`config.mk`:
```
export PLATFORM = sky130hd
export DESIGN_NAME = dbgcx_core
export DESIGN_NICKNAME = d
export VERILOG_FILES = /design/src/logic/dbgcx_pkg.sv /design/src/logic/dbgcx_buf_if.sv /design/src/logic/dbgcx_xmem.sv /design/src/logic/dbgcx_core.sv
export SDC_FILE = /design/constraint.sdc
export NUM_CORES = 1
export LEC_CHECK = 0
export BUFFER_PORTS_ARGS = -buffer_cell sky130_fd_sc_hd__buf_4
export CORE_ASPECT_RATIO = 1.2
export CORE_MARGIN = 4
export CORE_UTILIZATION = 47
export DETAILED_ROUTE_END_ITERATION = 7
export GPL_TIMING_DRIVEN = 0
export PLACE_DENSITY = 0.88
export SYNTH_ARGS = -nofsm -noshare
export SYNTH_HDL_FRONTEND = slang
export SYNTH_SLANG_ARGS = --single-unit
```
`constraint.sdc`:
```
create_clock -name mclk -period 2.9 [get_ports mclk]
set_input_delay 0.435 -clock mclk [delete_from_list [all_inputs] [get_ports mclk]]
set_output_delay 0.435 -clock mclk [all_outputs]
set_load 0.02 [all_outputs]
```
`src/logic/dbgcx_pkg.sv`:
```
package dbgcx_pkg;

  // ----------------------------------------------------------------
  // register indices (byte address = index * 4)
  // ----------------------------------------------------------------
  localparam logic [3:0] DBGCX_CCX_IDX = 4'ha;
  localparam logic [3:0] DBGCX_FX_IDX = 4'hb;
  localparam logic [3:0] DBGCX_MODE_IDX = 4'hf;
  localparam int DBGCX_IDX_LSB = 2;
  localparam int DBGCX_AW = 6;

  // ----------------------------------------------------------------
  // field positions and reset values
  // ----------------------------------------------------------------
  localparam int CCX_DIR_EN_BIT = 7;
  localparam int CCX_DIR_VAL_BIT = 6;
  localparam int CCX_PAGED_BIT = 5;
  localparam int CCX_B16_BIT = 0;
  localparam int FX_PAGED_BIT = 7;
  localparam int FX_B16_BIT = 0;
  localparam int MODE_EN_BIT = 0;
  localparam int MODE_BEGIN_BIT = 1;
  localparam int MODE_LOOP_BIT = 2;
  localparam logic [7:0] CCX_RESET = 8'h00;
  localparam logic [7:0] FX_RESET = 8'h00;
  localparam logic [7:0] MODE_RESET = 8'h00;
  localparam logic [7:0] CCX_IMPL_MASK = 8'he1;
  localparam logic [7:0] MODE_IMPL_MASK = 8'h07;

  // ----------------------------------------------------------------
  // address geometry
  // ----------------------------------------------------------------
  localparam int PAGE_W = 3;
  localparam int PAGE_LOW_W = 14;
  localparam int CPU_AW = 16;
  localparam int CORE_AW = 17;
  localparam int XINFO_W = 2;
  localparam int DEPTH_DEF = 8;

  // storing state of the trace run
  typedef enum logic [1:0] {
    ST_IDLE,
    ST_WAIT,
    ST_STORE,
    ST_DONE
  } dbgcx_state_t;

endpackage

```
`src/logic/dbgcx_buf_if.sv`:
```
`timescale 1ns/1ps
interface dbgcx_buf_if #(parameter int DEPTH = 8, parameter int XW = 2);
  logic wr_en;
  logic [$clog2(DEPTH)-1:0] wr_idx;
  logic [XW-1:0] wr_data;
  logic [$clog2(DEPTH)-1:0] rd_idx;
  logic [XW-1:0] rd_data;

  modport ctrl (output wr_en, output wr_idx, output wr_data, output rd_idx, input rd_data);
  modport mem (input wr_en, input wr_idx, input wr_data, input rd_idx, output rd_data);
endinterface

```
`src/logic/dbgcx_xmem.sv`:
```
`timescale 1ns/1ps
// ------------------------------------------------------------------
// per-word extended info store for the trace buffer
// ------------------------------------------------------------------
module dbgcx_xmem #(
  parameter int DEPTH = 8,
  parameter int XW = 2
) (
  input wire logic mclk, // bus clock
  dbgcx_buf_if.mem bus // write and read ports
);

  logic [XW-1:0] mem_r [DEPTH];
  logic [XW-1:0] rd_data_r;

  // no reset on the array: contents must survive an end-run reset anyway
  always_ff @(posedge mclk) begin
    if (bus.wr_en) begin
      mem_r[bus.wr_idx] <= bus.wr_data;
    end
  end

  // read data registered, one cycle after the index
  always_ff @(posedge mclk) begin
    rd_data_r <= mem_r[bus.rd_idx];
  end

  assign bus.rd_data = rd_data_r;

endmodule // dbgcx_xmem

```
`src/logic/dbgcx_core.sv`:
```
// Design decision made here: the Avalon-MM register port.
`timescale 1ns/1ps
// Function
// - with the direction enable clear, comparator C ignores read versus write.
// - with the direction enable set, a value of 0 matches writes and 1 matches reads.
// - the page qualifier requires the paged indication to equal it for any match.
// - a paged access forms the core address from the page bits and CPU address 13..0.
// - an unpaged access forms the core address from the CPU address with bit 16 zero, or from a linear pointer.
// - comparator C requires core address bit 16 to equal its stored bit 16.
// - an end-run reset (enabled, end trigger) leaves both extension registers unchanged.
// - the paged flag of the info register is the paged indication sampled at a change-of-flow capture, zero for an event-only word.
// - a paged captured word holds the page bits on top and CPU address 13..0 below.
// - an unpaged captured word is event-only data or a CPU address with bit 16 zero.
// - bit 0 of the info register is bit 16 of the captured core address of the current word.
// - the begin/end setting decides whether a trigger starts or ends storing.
// - in single-loop mode a change-of-flow address not matching comparator C is captured and loaded into it.
module dbgcx_core
  import dbgcx_pkg::*;
#(
  parameter int DEPTH = DEPTH_DEF
) (
  input wire logic mclk, // bus clock, 20 MHz
  input wire logic reset, // async power-on reset
  input wire logic [DBGCX_AW-1:0] avs_address, // byte address
  input wire logic avs_read, // read request
  input wire logic avs_write, // write request
  input wire logic [3:0] avs_byteenable, // byte lanes
  input wire logic [31:0] avs_writedata, // write data
  output logic [31:0] avs_readdata, // read data
  output logic avs_waitrequest, // stall
  input wire logic cpu_reset, // system reset pulse
  input wire logic cpu_valid, // core bus cycle valid
  input wire logic cpu_read, // 1 read, 0 write
  input wire logic [CPU_AW-1:0] cpu_addr, // CPU address
  input wire logic ppage_sel, // paged access indication
  input wire logic [PAGE_W-1:0] ppage, // page register bits
  input wire logic linear_valid, // linear pointer access
  input wire logic [CORE_AW-1:0] linear_addr, // linear pointer value
  input wire logic cof_valid, // change of flow on this cycle
  input wire logic evt_valid, // event-only capture
  input wire logic arm, // start a trace run
  input wire logic disarm, // stop a trace run
  input wire logic [CPU_AW-1:0] cmp_c_addr, // comparator C low address
  input wire logic [$clog2(DEPTH)-1:0] cur_word_idx, // current buffer word
  output logic cmp_c_match, // registered match
  output logic storing, // storing into buffer
  output logic cap_valid, // capture strobe
  output logic [CORE_AW-1:0] cap_addr, // captured address
  output logic cap_paged, // captured paged flag
  output logic cmp_c_load, // reload comparator C
  output logic [CPU_AW-1:0] cmp_c_load_addr // new comparator C address
);

  localparam int IW = $clog2(DEPTH);

  // ----------------------------------------------------------------
  // register bus slave
  // ----------------------------------------------------------------
  logic [7:0] ccx_r;
  logic [7:0] ccx_nxt;
  logic [7:0] mode_r;
  logic [7:0] mode_nxt;
  logic ack_r;
  logic [31:0] rdata_r;
  logic [31:0] rdata_nxt;
  logic fx_valid_r;

  // decode shared by the read and write paths
  function automatic logic hit_reg(input logic [DBGCX_AW-1:0] a, input logic [3:0] idx);
    hit_reg = (a[DBGCX_AW-1:DBGCX_IDX_LSB] == idx) && (a[DBGCX_IDX_LSB-1:0] == '0);
  endfunction

  wire req = avs_read | avs_write;
  wire wr_take = avs_write & ack_r & avs_byteenable[0];
  wire wr_ccx = wr_take & hit_reg(avs_address, DBGCX_CCX_IDX);
  wire wr_mode = wr_take & hit_reg(avs_address, DBGCX_MODE_IDX);
  wire rd_ccx = hit_reg(avs_address, DBGCX_CCX_IDX);
  wire rd_fx = hit_reg(avs_address, DBGCX_FX_IDX);
  wire rd_mode = hit_reg(avs_address, DBGCX_MODE_IDX);

  // one wait state: data is latched on the first edge, released on the second
  assign avs_waitrequest = req & ~ack_r;
  assign avs_readdata = rdata_r;

  always_ff @(posedge mclk or posedge reset) begin
    if (reset) begin
      ack_r <= 1'b0;
    end else begin
      ack_r <= req & ~ack_r;
    end
  end

  // ----------------------------------------------------------------
  // mode bits and end-run reset
  // ----------------------------------------------------------------
  wire dbg_en = mode_r[MODE_EN_BIT];
  wire trig_begin = mode_r[MODE_BEGIN_BIT];
  wire single_loop_capture_mode = mode_r[MODE_LOOP_BIT];
  // end-run: the run ends with a reset while enabled in end-trigger mode
  wire end_run = dbg_en & ~trig_begin;
  wire soft_clr = cpu_reset & ~end_run;

  // ----------------------------------------------------------------
  // core address formation
  // ----------------------------------------------------------------
  logic [CORE_AW-1:0] core_addr;
  logic [CORE_AW-1:0] prog_addr;
  wire [CORE_AW-1:0] paged_addr = {ppage, cpu_addr[PAGE_LOW_W-1:0]};
  wire [CORE_AW-1:0] flat_addr = {1'b0, cpu_addr};
  assign core_addr = ppage_sel ? paged_addr : (linear_valid ? linear_addr : flat_addr);
  // change-of-flow addresses are program addresses, never linear pointers
  assign prog_addr = ppage_sel ? paged_addr : flat_addr;

  // ----------------------------------------------------------------
  // comparator C qualification
  // ----------------------------------------------------------------
  wire dir_en = ccx_r[CCX_DIR_EN_BIT];
  wire dir_val = ccx_r[CCX_DIR_VAL_BIT];
  wire paged_q = ccx_r[CCX_PAGED_BIT];
  wire b16_q = ccx_r[CCX_B16_BIT];
  wire dir_ok = ~dir_en | (cpu_read == dir_val);
  wire page_ok = ppage_sel == paged_q;
  wire b16_ok = core_addr[CORE_AW-1] == b16_q;
  wire low_ok = core_addr[CPU_AW-1:0] == cmp_c_addr;
  wire addr_hit = low_ok & b16_ok & page_ok;
  wire cmp_hit = cpu_valid & addr_hit & dir_ok;

  // ----------------------------------------------------------------
  // storing state
  // ----------------------------------------------------------------
  dbgcx_state_t state_r;
  dbgcx_state_t state_nxt;

  // begin mode waits for the trigger, end mode stores until it
  always_comb begin
    state_nxt = state_r;
    case (state_r)
      ST_IDLE: begin
        if (arm & dbg_en) begin
          state_nxt = trig_begin ? ST_WAIT : ST_STORE;
        end
      end
      ST_WAIT: begin
        if (cmp_hit) begin
          state_nxt = ST_STORE;
        end
      end
      ST_STORE: begin
        if (cmp_hit & ~trig_begin) begin
          state_nxt = ST_DONE;
        end
      end
      ST_DONE: begin
        state_nxt = ST_DONE;
      end
      default: begin
        state_nxt = ST_IDLE;
      end
    endcase
    if (disarm | ~dbg_en) begin
      state_nxt = ST_IDLE;
    end
  end

  always_ff @(posedge mclk or posedge reset) begin
    if (reset) begin
      state_r <= ST_IDLE;
    end else if (cpu_reset) begin
      state_r <= ST_IDLE;
    end else begin
      state_r <= state_nxt;
    end
  end

  assign storing = (state_r == ST_STORE);

  // ----------------------------------------------------------------
  // capture decision
  // ----------------------------------------------------------------
  // single-loop mode drops a repeat of the last loop address
  wire cof_take = storing & cof_valid;
  wire loop_skip = single_loop_capture_mode & cmp_hit;
  wire cap_cof = cof_take & ~loop_skip;
  wire cap_evt = storing & evt_valid & ~cof_valid;
  wire cap_any = cap_cof | cap_evt;
  wire loop_load = cap_cof & single_loop_capture_mode;

  // ----------------------------------------------------------------
  // extension register and mode register
  // ----------------------------------------------------------------
  // a hardware reload beats a software write in the same cycle
  always_comb begin
    ccx_nxt = ccx_r;
    if (wr_ccx) begin
      ccx_nxt = avs_writedata[7:0] & CCX_IMPL_MASK;
    end
    if (loop_load) begin
      ccx_nxt[CCX_PAGED_BIT] = ppage_sel;
      ccx_nxt[CCX_B16_BIT] = prog_addr[CORE_AW-1];
    end
    mode_nxt = wr_mode ? (avs_writedata[7:0] & MODE_IMPL_MASK) : mode_r;
  end

  always_ff @(posedge mclk or posedge reset) begin
    if (reset) begin
      ccx_r <= CCX_RESET;
      mode_r <= MODE_RESET;
    end else if (soft_clr) begin
      ccx_r <= CCX_RESET;
      mode_r <= MODE_RESET;
    end else begin
      ccx_r <= ccx_nxt;
      mode_r <= mode_nxt;
    end
  end

  // ----------------------------------------------------------------
  // capture outputs
  // ----------------------------------------------------------------
  always_ff @(posedge mclk or posedge reset) begin
    if (reset) begin
      cap_valid <= 1'b0;
      cap_addr <= '0;
      cap_paged <= 1'b0;
      cmp_c_load <= 1'b0;
      cmp_c_load_addr <= '0;
      cmp_c_match <= 1'b0;
    end else begin
      cap_valid <= cap_any;
      cap_addr <= cap_cof ? prog_addr : '0;
      cap_paged <= cap_cof & ppage_sel;
      cmp_c_load <= loop_load;
      cmp_c_load_addr <= loop_load ? prog_addr[CPU_AW-1:0] : cmp_c_load_addr;
      cmp_c_match <= cmp_hit;
    end
  end

  // ----------------------------------------------------------------
  // per-word extended info store
  // ----------------------------------------------------------------
  logic [IW-1:0] wptr_r;
  dbgcx_buf_if #(.DEPTH(DEPTH), .XW(XINFO_W)) xbuf ();

  assign xbuf.wr_en = cap_any;
  assign xbuf.wr_idx = wptr_r;
  assign xbuf.wr_data = {cap_cof & ppage_sel, cap_cof & prog_addr[CORE_AW-1]};
  assign xbuf.rd_idx = cur_word_idx;

  dbgcx_xmem #(.DEPTH(DEPTH), .XW(XINFO_W)) u_xmem (
    .mclk(mclk),
    .bus(xbuf)
  );

  // pointer and valid survive an end-run reset with the stored words
  always_ff @(posedge mclk or posedge reset) begin
    if (reset) begin
      wptr_r <= '0;
      fx_valid_r <= 1'b0;
    end else if (soft_clr) begin
      wptr_r <= '0;
      fx_valid_r <= 1'b0;
    end else if (cap_any) begin
      wptr_r <= IW'(wptr_r + 1'b1);
      fx_valid_r <= 1'b1;
    end
  end

  // info register reads zero until a word has been captured
  logic [7:0] fx_view;
  always_comb begin
    fx_view = FX_RESET;
    if (fx_valid_r) begin
      fx_view[FX_PAGED_BIT] = xbuf.rd_data[1];
      fx_view[FX_B16_BIT] = xbuf.rd_data[0];
    end
  end

  // ----------------------------------------------------------------
  // read data mux
  // ----------------------------------------------------------------
  always_comb begin
    rdata_nxt = '0;
    if (rd_ccx) begin
      rdata_nxt[7:0] = ccx_r & CCX_IMPL_MASK;
    end else if (rd_fx) begin
      rdata_nxt[7:0] = fx_view;
    end else if (rd_mode) begin
      rdata_nxt[7:0] = mode_r;
    end
  end

  // latched on the first edge of a read so it stands at the release edge
  always_ff @(posedge mclk or posedge reset) begin
    if (reset) begin
      rdata_r <= '0;
    end else if (avs_read & ~ack_r) begin
      rdata_r <= rdata_nxt;
    end
  end
endmodule // dbgcx_core

```
**Word level (Yosys, flattened, before mapping)**

Memories as Yosys holds them, arrays and structs flattened. A register that Yosys moved wholly into a read port is not among the register bits.
Cells that the tools add are included.
W data, S select, Z words.

- Add/subtract/negate cells: 1
- Eq/ne operators: 13
- Multiplexer cells: 28
- Bitwise operators: 33
- Reduce and logical (&&, ||, !) cells: 10

Operators by type and width:

| operator | number |
|---|---|
| $mux W17 | 4 |
| $mux W8 | 7 |
| $and A1 B1 Y1 | 22 |
| $eq A16 B16 Y1 | 1 |
| $eq A4 B4 Y1 const B | 3 |
| $mux W2 | 6 |
| $mux W1 | 8 |
| $ne A4 B4 Y1 const B | 2 |
| $pmux W2 S4 | 1 |
| $not A1 Y1 | 7 |
| $mux W3 | 2 |
| $reduce_bool A2 Y1 | 3 |
| $eq A2 B2 Y1 const B | 2 |
| $logic_not A2 Y1 | 2 |
| $ne A4 B2 Y1 const B | 1 |
| $or A1 B1 Y1 | 4 |
| $add A3 B1 Y3 const B | 1 |
| $eq A1 B1 Y1 | 3 |
| $logic_and A1 B1 Y1 | 3 |
| $reduce_and A3 Y1 | 1 |
| $reduce_bool A3 Y1 | 1 |
| $eq A2 B1 Y1 const B | 1 |

- Register bits after elaboration: 68
- RAM bits: 16
- Memories kept: 1

Memory list:

| memory | words | width | read ports | clocked after memory_dff | wr ports | RTL line | text |
|---|---|---|---|---|---|---|---|
| u_xmem.mem_r | 8 | 2 | 1 | 1 | 1 | dbgcx_xmem.sv:13 | `logic [XW-1:0] mem_r [DEPTH];` |

**Depth between registers and ports, before layout**

Gate-level depths: netlist (run 1).

- Word-level depth: 13
- Depth in mapped cells: 11

**By module**

Synthesis (run 1) repeated with hierarchy kept, for this count alone.

- Cells, all modules: 373
- Area, all modules: 3980.1 um^2

Modules (own cells, without submodules):

| module | instances | cells each | area each (um^2) | sequential area each (um^2) |
|---|---|---|---|---|
| dbgcx_core | 1 | 336 | 3273.1 | 1426.4 |
| dbgcx_xmem | 1 | 37 | 706.9 | 520.5 |

**Least setup slack after synthesis (run 1)**

No wires, ideal clock.

- Path kind: input-to-reg
- Start: input linear_valid
- End: register cmp_c_load_addr[10]
- Setup time: 0.125 ns
- Data arrival time: 2.385 ns
- Data required time: 2.775 ns
- Slack: 0.390 ns
- Cell stages on the path: 10
- Buffers on the path: 3
- Path through: buf_4 or3b_1 o32ai_2 mux2_2 nand4_1 or3_4 nand2b_2 buf_6 buf_12 mux2_4

- Word-level cells in the longest chain between the ends: 11
- Elaborated cells between the ends (all ways): 12
- Classes of those cells: 2 x eq/ne; 2 x mux; 8 x bitwise

Ends and longest elaborated chain:

| what | RTL line | text |
|---|---|---|
| start: declaration | dbgcx_core.sv:37 | `input wire logic linear_valid,` |
| $mux W17 (*) (2 in series) | dbgcx_core.sv:110 | `assign core_addr = ppage_sel ? paged_addr : (linear_valid ? linear_addr : flat_addr);` |
| $eq A16 B16 Y1 / $eq A1 B1 Y1 (equally long branches) | dbgcx_core.sv:124, dbgcx_core.sv:123 |  |
| $and A1 B1 Y1 (*) (2 in series) | dbgcx_core.sv:125 | `wire addr_hit = low_ok & b16_ok & page_ok;` |
| $and A1 B1 Y1 (*) (2 in series) | dbgcx_core.sv:126 | `wire cmp_hit = cpu_valid & addr_hit & dir_ok;` |
| $and A1 B1 Y1 (*) | dbgcx_core.sv:182 | `wire loop_skip = single_loop_capture_mode & cmp_hit;` |
| $not A1 Y1 (*) | dbgcx_core.sv:183 | `wire cap_cof = cof_take & ~loop_skip;` |
| $and A1 B1 Y1 (*) | dbgcx_core.sv:183 |  |
| $and A1 B1 Y1 (*) | dbgcx_core.sv:186 | `wire loop_load = cap_cof & single_loop_capture_mode;` |
| end signal: assignment | dbgcx_core.sv:233 | `cmp_c_load_addr <= loop_load ? prog_addr[CPU_AW-1:0] : cmp_c_load_addr;` |
| end: declaration | dbgcx_core.sv:51 | `output logic [CPU_AW-1:0] cmp_c_load_addr` |

Every way passes the cells marked *; elsewhere a longest branch is shown, timed or not.
A chain may end at the register's enable or synchronous reset.

**Final worst setup path (run 1)**

- Start: input ppage_sel
- End: memory u_xmem.mem_r[2][0] (data pin)

- Word-level cells in the longest chain between the ends: 10
- Elaborated cells between the ends (all ways): 13
- Classes of those cells: 3 x eq/ne; 2 x mux; 8 x bitwise

Ends and longest elaborated chain:

| what | RTL line | text |
|---|---|---|
| start: declaration | dbgcx_core.sv:35 | `input wire logic ppage_sel,` |
| $mux W17 | dbgcx_core.sv:110 |  |
| $eq A16 B16 Y1 / $eq A1 B1 Y1 (equally long branches) | dbgcx_core.sv:124, dbgcx_core.sv:123 |  |
| $and A1 B1 Y1 | dbgcx_core.sv:125 |  |
| $and A1 B1 Y1 (*) | dbgcx_core.sv:125 |  |
| $and A1 B1 Y1 (*) (2 in series) | dbgcx_core.sv:126 |  |
| named net cmp_hit | dbgcx_core.sv:126 |  |
| $and A1 B1 Y1 (*) | dbgcx_core.sv:182 |  |
| $not A1 Y1 (*) | dbgcx_core.sv:183 |  |
| $and A1 B1 Y1 (*) | dbgcx_core.sv:183 |  |
| $and A1 B1 Y1 (*) | dbgcx_core.sv:246 | `assign xbuf.wr_data = {cap_cof & ppage_sel, cap_cof & prog_addr[CORE_AW-1]};` |
| named net u_xmem.bus.wr_data[0] | dbgcx_buf_if.sv:10 | `modport mem (input wr_en, input wr_idx, input wr_data, input rd_idx, output rd_data);` |
| end: declaration | dbgcx_xmem.sv:13 |  |

Mark *: on every way through the listed nets, which the timed path passes. The rest lies on a longest branch.

==> results by group, run 1 <==
Outcome
  – Status: finished clean

Timing
  – Setup WS post-layout: 0.232 ns
  – Setup Skew: 0.00934 ns
  – Final Max Tran Viols: 0
  – Slew margin rel.: 0.489
  – Fmax achieved: 0.375 GHz
  – Min Tclk post-route: 2.67 ns
  – Min Hold Slack: 0.136 ns
  – Worst Max-Slew Pin Slew: 0.760 ns
  – Final setup vio count: 0
  – RSZ-0062 raised after global routing: no
  – Final Hold Vio Count: 0
  – Final worst path period share: 0.920

Placed design
  – Placed cells: 622
  – Post-DP HPWL: 8320 um
  – Port Buffer Count: 124
  – Routability cong.: 0.859
  – Setup WS pre-CTS: -0.125 ns

Hold path
  – Worst Hold Class: primary input to async pin

Final layout
  – Sequential cell area: 1950 um2
  – Final core utilization: 0.652
  – # fillers: 634
  – Area growth from synthesis to final layout: 34.8%
  – # diodes: 0
  – Multi-input gate area: 1730 um2
  – Commonest cells after routing, fill and taps aside: 152 x buf_4, 57 x dfrtp_1, 26 x conb_1, 23 x o21ai_0, 23 x nand2_1
  – Commonest non-fill, non-tap cell in the layout: buf_4
  – Fin cells: 638
  – Share of cells above drive strength 1: 0.395
  – Final net count: 630

Die
  – Die area: 9930 um2
  – Starting Density: 0.484
  – Die Width: 91.6 um
  – I/O pin count: 181
  – Core area: 8150 um2
  – Die Y: 108 um
  – # rows: 36

Clock tree
  – Post_cts resized: 0
  – CTS tree: yes
  – Clock Root Buffer: clkbuf_8
  – Clock transition at path regs: 0.08 ns
  – TritonCTS buffer count: 9
  – Clock sinks: 75
  – Setup Buffers After CTS: 0
  – Bufs on Longest Clock Path: 2
  – Skew-Pair Late Insertion Delay: 0.35 ns
  – Clock H-tree levels: 3
  – Hold_buf cts: 0

Routing
  – Via count: 3,267
  – Avg Vias per Cell: 5.12
  – Post-DRT Antenna Nets: 0
  – Post-DR wirelength/cell: 16.2 um
  – DRC violations left: 0
  – Total Wirelength: 10,300 um
  – Initial DRC Count: 185
  – TritonRoute pass-1 iters: 4

Setup path
  – Kind of critical path: primary input to flip-flop
  – Setup crit end kind: flip-flop
  – CP Max Fanout: 10
  – Crit path DAT: 2.72 ns
  – Startpoint Class: primary input
  – Critical Path RT: 2.95 ns

Power
  – LEAKAGE: 2.65 nW
  – VDD IR max: 0.342 mV
  – Pwr dens: 406 nW/um2

Synth
  – Main combinational cell family by area after synthesis: simple AND/OR/NAND/NOR gates
  – Post-synth EDFFs: 16
  – Unique masters post-synth: 67
  – Primary FF master, synth: dfrtp_1
  – Mapped Avg Cell Area: 11.0 um2
  – Synth Instances: 358
  – Post-Synth XOR/XNOR Area: 0.0222
  – Multiplexer share of the synthesized area: 0.0980
  – Post-Synth Adder-Cell Area: 0.00317
  – #FFs+latches synth: 75
  – Async set-or-reset flop fraction in the synthesized netlist: 0.760
  – Synth warn: 0
  – Part of the Yosys area used for sequential elements: 0.494
  – Synth Area in Compound Gates: 0.102
  – Mapped cell area: 3940 um2
  – Post-Synth Simple-Gate Area: 0.189

Job
  – Max-Cap Viols: 0

GRT
  – Vias in the first global route: 3,448
  – Remaining global-route overflow: 0
  – Initial antenna violation count: 0
  – Largest net degree at the start of global routing: 34
  – GRT Total Usage: 0.213
  – Global-route wire length before repair: 16,600 um
per-stage QoR:
step,TNS (ns),instance area (um2),total power [mW]
floorplan,0,4040,1.26
global placement,0,5110,1.38
detailed placement,-1.74,5130,1.40
CTS,0,5320,2.16
global route,0,5320,2.24
finish,0,5320,2.16
power by group:
| part | internal, mW | switching, mW |
|---|---|---|
| logic | 0.149 | 0.151 |
| clock network | 0.395 | 0.387 |
| registers | 1.07 | 0.00188 |
kinds of logic after synthesis:
group,Yosys count
compound gates,58
xor+xnor,10
fa+ha+maj,1
buf+inv,55
flops,75
mux,30
other cells,1
simple gates,128
worst max-delay path: stages:
cell,delay (ns)
buf_4,0.12
buf_6,0.13
nor2b_4,0.12
buf_4,0.19
o32ai_1,0.12
mux2_2,0.28
nand4_1,0.10
or3_4,0.16
inv_2,0.08
a21oi_2,0.39
nor2b_1,0.59
layout make-up:
class                      instances  share of cell area
sequential                        75               0.366
clock inverter                     5              0.0104
timing repair buffer             125               0.179
multi-input combinational        253               0.326
inverter                          17              0.0120
tap                              114              0.0268
clock buffer                      11              0.0247
buffer                            38              0.0555
worst paths after layout:
check / start / to / slack (ns) / cells after the start
min reg2reg: avs_readdata[5] / avs_readdata[5] / 0.47 / 2
min: reset / cap_addr[16] / 0.14 / 2
max: ppage_sel / u_xmem.mem_r[2][0] / 0.23 / 11
min in group mclk: cpu_addr[0] / cap_addr[0] / 0.32 / 2
max reg2reg: ccx_r[6] / u_xmem.mem_r[2][0] / 0.37 / 8
max in group asynchronous: reset / state_r[0] / 2.17 / 3
per-layer routing:
metal / routed length [um] / global-route usage / vias up
met5: 0 / 0 / -
met1: 3770 / 0.243 / 1570
met4: 189 / 0.0668 / 0
met3: 894 / 0.0675 / 14
met2: 5480 / 0.381 / 147
li1: - / - / 1536
flip-flops by register name (all words and copies together) (netlist names), 2 cells and up:
register and cells:
state_r 2, wptr_r 3, cmp_c_load_addr 16, mode_r 3
avs_readdata 6, cap_addr 17, u_xmem.bus.rd_data 2, ccx_r 4
u_xmem.mem_r 16
synthesized netlist by cell type (all sizes together), types with 3 or more instances:
cell	count	area share
or2	3	0.0048
nor3	4	0.0051
nor3b	6	0.011
buf	35	0.072
nor2b	11	0.019
and2	20	0.032
a21oi	6	0.0086
mux2i	9	0.023
nand2	23	0.022
dfrtp	57	0.36
mux4	4	0.023
nand4b	3	0.0067
edfxtp	16	0.12
xnor2	8	0.018
o21ai	23	0.029
inv	17	0.016
nand2b	8	0.014
clkbuf	3	0.0029
mux2	17	0.052
nor2	16	0.015
nand4	5	0.0079
a32oi	3	0.0067
o21a	5	0.0095
nand3	13	0.016
(Power assumes the default switching activity.)
==> run 2: changes to the inputs <==
--- a/config.mk
+++ b/config.mk
@@ -14,4 +14,5 @@
 export PLACE_DENSITY = 0.88
 export SYNTH_ARGS = -nofsm -noshare
 export SYNTH_HDL_FRONTEND = slang
+export SYNTH_HIERARCHICAL = 1
 export SYNTH_SLANG_ARGS = --single-unit
==> run 2 against run 1 <==
Global-route usage is 0.13 points lower. Critical path depth fell by 3. Worst setup slack got worse by 0.087 ns. Critical endpoint is now u_xmem/mem_r[6][0]. Largest cell class unchanged. Highest routed layer unchanged.
==> results by group, run 2 <==
GRT
  – Initial antenna violation count: 0 (unchanged)
  – Remaining global-route overflow: 0 (unchanged)
  – GRT Total Usage: 0.212 (was 0.213)
  – Vias in the first global route: 3,424 (was 3,448)
  – Largest net degree at the start of global routing: 34 (unchanged)
  – Global-route wire length before repair: 16,600 um (about the same)

Die
  – Die Width: 92.0 um (was 91.6 um)
  – Core area: 8200 um2 (was 8150 um2)
  – Starting Density: 0.486 (was 0.484)
  – Die Y: 109 um (was 108 um)
  – # rows: 36 (unchanged)
  – I/O pin count: 181 (unchanged)
  – Die area: 10,000 um2 (was 9930 um2)

Timing
  – Fmax achieved: 0.363 GHz (was 0.375 GHz)
  – Final setup vio count: 0 (unchanged)
  – RSZ-0062 raised after global routing: no (unchanged)
  – Setup WS post-layout: 0.145 ns (was 0.232 ns)
  – Final Hold Vio Count: 0 (unchanged)
  – Slew margin rel.: 0.626 (was 0.489)
  – Final Max Tran Viols: 0 (unchanged)
  – TNS Setup: 0 ns (unchanged)
  – Setup Skew: 0.00592 ns (was 0.00934 ns)
  – Min Tclk post-route: 2.76 ns (was 2.67 ns)
  – Final worst path period share: 0.950 (was 0.920)
  – Worst Max-Slew Pin Slew: 0.560 ns (was 0.760 ns)

Setup path
  – Startpoint Class: flip-flop (was primary input)
  – CP Max Fanout: 9 (was 10)
  – Cell chain of the critical path: xor2_1 > a222oi_1 > nand4_1 > nor4_2 > nand4_2 > clkinv_2 > a21oi_4 > and3_1 (was buf_4 > buf_6 > nor2b_4 > buf_4 > o32ai_1 > mux2_2 > nand4_1 > or3_4 > inv_2 > a21oi_2 > nor2b_1)
  – Worst reg2reg path startpoint: ccx_r[6] (unchanged)
  – Critical Path RT: 2.96 ns (was 2.95 ns)
  – CP Launch Point: ccx_r[6] (was ppage_sel)
  – Kind of critical path: flip-flop to flip-flop (was primary input to flip-flop)
  – End of the worst register-to-register path: u_xmem/mem_r[6][0] (was u_xmem.mem_r[2][0])
  – Crit path DAT: 2.81 ns (was 2.72 ns)
  – Setup crit end kind: flip-flop (unchanged)
  – End of the critical path: u_xmem/mem_r[6][0] (was u_xmem.mem_r[2][0])
  – R2r setup slk: 0.14 ns (was 0.37 ns)
  – Worst reg2reg path depth: 8 (unchanged)
  – Crit-path slowest cell: dfrtp_1 (was nor2b_1)
  – CP peak stage delay: 0.42 ns (was 0.59 ns)

Hold path
  – Worst Hold Class: primary input to async pin (unchanged)

Placed design
  – Post-DP HPWL: 8440 um (was 8320 um)
  – Setup WS pre-CTS: -0.216 ns (was -0.125 ns)
  – Cell Area, Placed: 5170 um2 (was 5130 um2)
  – Placed cells: 638 (was 622)
  – Port Buffer Count: 125 (was 124)
  – Routability cong.: 0.917 (was 0.859)

Power
  – LEAKAGE: 2.79 nW (was 2.65 nW)
  – VDD IR max: 0.247 mV (was 0.342 mV)
  – Tot Pwr: 2.40 mW (was 2.16 mW)
  – Pwr dens: 442 nW/um2 (was 406 nW/um2)

Clock tree
  – CTS tree: yes (unchanged)
  – Clock H-tree levels: 3 (unchanged)
  – Clock Root Buffer: clkbuf_8 (unchanged)
  – Hold_buf cts: 0 (unchanged)
  – Clock transition at path regs: 0.08 ns (about the same)
  – TritonCTS buffer count: 9 (unchanged)
  – Setup Buffers After CTS: 0 (unchanged)
  – Skew-Pair Late Insertion Delay: 0.35 ns (about the same)
  – Post_cts resized: 0 (unchanged)
  – Clock sinks: 75 (unchanged)
  – Bufs on Longest Clock Path: 2 (unchanged)

Synth
  – Synth cell count leaders: 57 x dfrtp_1, 27 x buf_4, 27 x nand2_1 (was 57 x dfrtp_1, 28 x buf_4, 23 x nand2_1, 23 x o21ai_0, 20 x and2_1)
  – Post-Synth Simple-Gate Area: 0.178 (was 0.189)
  – Async set-or-reset flop fraction in the synthesized netlist: 0.760 (unchanged)
  – Area contributors post-synth: dfrtp_1 36%, edfxtp_1 12%, buf_4 5.1% (was dfrtp_1 36%, edfxtp_1 12%, buf_4 5.3%)
  – Primary FF master, synth: dfrtp_1 (unchanged)
  – Mapped Avg Cell Area: 10.7 um2 (was 11.0 um2)
  – Synth warn: 6 (was 0)
  – Count leader, synth: dfrtp_1 (unchanged)
  – Post-Synth XOR/XNOR Area: 0.0374 (was 0.0222)
  – Part of the Yosys area used for sequential elements: 0.489 (was 0.494)
  – Synth Instances: 373 (was 358)
  – Main combinational cell family by area after synthesis: simple AND/OR/NAND/NOR gates (unchanged)
  – Dominant cell type by area after synthesis: dfrtp_1 (unchanged)
  – Unique masters post-synth: 60 (was 67)
  – Post-Synth Adder-Cell Area: 0.00314 (was 0.00317)
  – Post-synth EDFFs: 16 (unchanged)
  – Synth Area in Compound Gates: 0.103 (was 0.102)
  – Synth top area share: 0.358 (was 0.362)
  – #FFs+latches synth: 75 (unchanged)
  – Mapped cell area: 3980 um2 (was 3940 um2)
  – Multiplexer share of the synthesized area: 0.108 (was 0.0980)

Outcome
  – Status: finished clean (unchanged)

Final layout
  – Largest regs: cap_addr: 17 flops, cmp_c_load_addr: 16 flops, u_xmem/mem_r: 16 flops (was cap_addr: 17 flops, cmp_c_load_addr: 16 flops, u_xmem.mem_r: 16 flops)
  – Fin cells: 654 (was 638)
  – Max reg flops: 17 (unchanged)
  – Sequential cell area: 1950 um2 (unchanged)
  – Design area: 5430 um2 (was 5320 um2)
  – # fillers: 686 (was 634)
  – Commonest non-fill, non-tap cell in the layout: buf_4 (unchanged)
  – Multi-input gate area: 1820 um2 (was 1730 um2)
  – Commonest cells after routing, fill and taps aside: 152 x buf_4, 57 x dfrtp_1, 27 x nand2_1, 26 x conb_1, 21 x nor2_1 (was 152 x buf_4, 57 x dfrtp_1, 26 x conb_1, 23 x o21ai_0, 23 x nand2_1)
  – Final net count: 646 (was 630)
  – Register with the most flip-flops: cap_addr (unchanged)
  – Share of cells above drive strength 1: 0.346 (was 0.395)
  – # diodes: 0 (unchanged)
  – Area growth from synthesis to final layout: 36.5% (was 34.8%)

Routing
  – Total Wirelength: 10,400 um (was 10,300 um)
  – Via count: 3,341 (was 3,267)
  – Initial DRC Count: 146 (was 185)
  – Post-DR wirelength/cell: 15.9 um (was 16.2 um)
  – Post-DRT Antenna Nets: 0 (unchanged)
  – DRC violations left: 0 (unchanged)
  – Avg Vias per Cell: 5.11 (was 5.12)
  – TritonRoute pass-1 iters: 4 (unchanged)

Job
  – Max-Cap Viols: 0 (unchanged)
-- run 2: routing by layer --
metal	vias to the layer above	global-route usage	wire length, um
met3	24	0.0635	734
li1	1597	-	-
met1	1595	0.232	3890
met5	-	0	0
met2	125	0.385	5580
met4	0	0.0828	219
-- run 2: area by class of cell --
class	instances	share of cell area
Buffer	35	0.0463
Clock buffer	10	0.0253
Clock inverter	6	0.0207
Inverter	18	0.0127
Multi-Input combinational cell	270	0.334
Sequential cell	75	0.358
Tap cell	114	0.0262
Timing Repair Buffer	126	0.176
-- run 2: per-stage QoR --
stage,utilization,hold slack (ns)
2_1_floorplan,-,0.502
3_3_place_gp,0.629,0.457
3_5_place_dp,0.631,0.459
4_1_cts,0.662,0.149
5_1_grt,0.663,0.172
6_report,0.663,0.135
-- run 2: worst min-delay path by stage --
stage / slack, ns / to / startpoint / cells after the start
6_report: 0.14 / cap_addr[9] / reset / 2
3_3_place_gp: 0.46 / avs_readdata[6] / avs_readdata[6] / 2
3_5_place_dp: 0.46 / avs_readdata[6] / avs_readdata[6] / 2
4_1_cts: 0.15 / cap_addr[9] / reset / 2
2_1_floorplan: 0.50 / fx_valid_r / fx_valid_r / 1
5_1_grt: 0.17 / cap_addr[7] / reset / 2
-- run 2: power breakdown --
group          total, mW  internal, mW  switching [mW]
Clock              0.992         0.596           0.396
Combinational      0.328         0.156           0.172
Sequential          1.08          1.08         0.00366
-- run 2: kinds of logic (layout without fill, tap and decap cells) --
logic type / after synthesis / count (layout)
AND/OR/NAND/NOR: 130 / 130
AO/OA/AOI/OAI: 62 / 62
adder cells (fa/ha/maj): 1 / 1
XOR/XNOR: 17 / 17
multiplexers: 34 / 34
flip-flops: 75 / 75
buffers and inverters: 53 / 195
other: 1 / 26
-- run 2: critical path, delay by kind of cell, from the launching register on --
kind,cells,cell delay [ns]
xor+xnor,1,0.20
buf+inv,1,0.19
compound gates,2,0.49
simple gates,4,1.15
flops,1,0.42
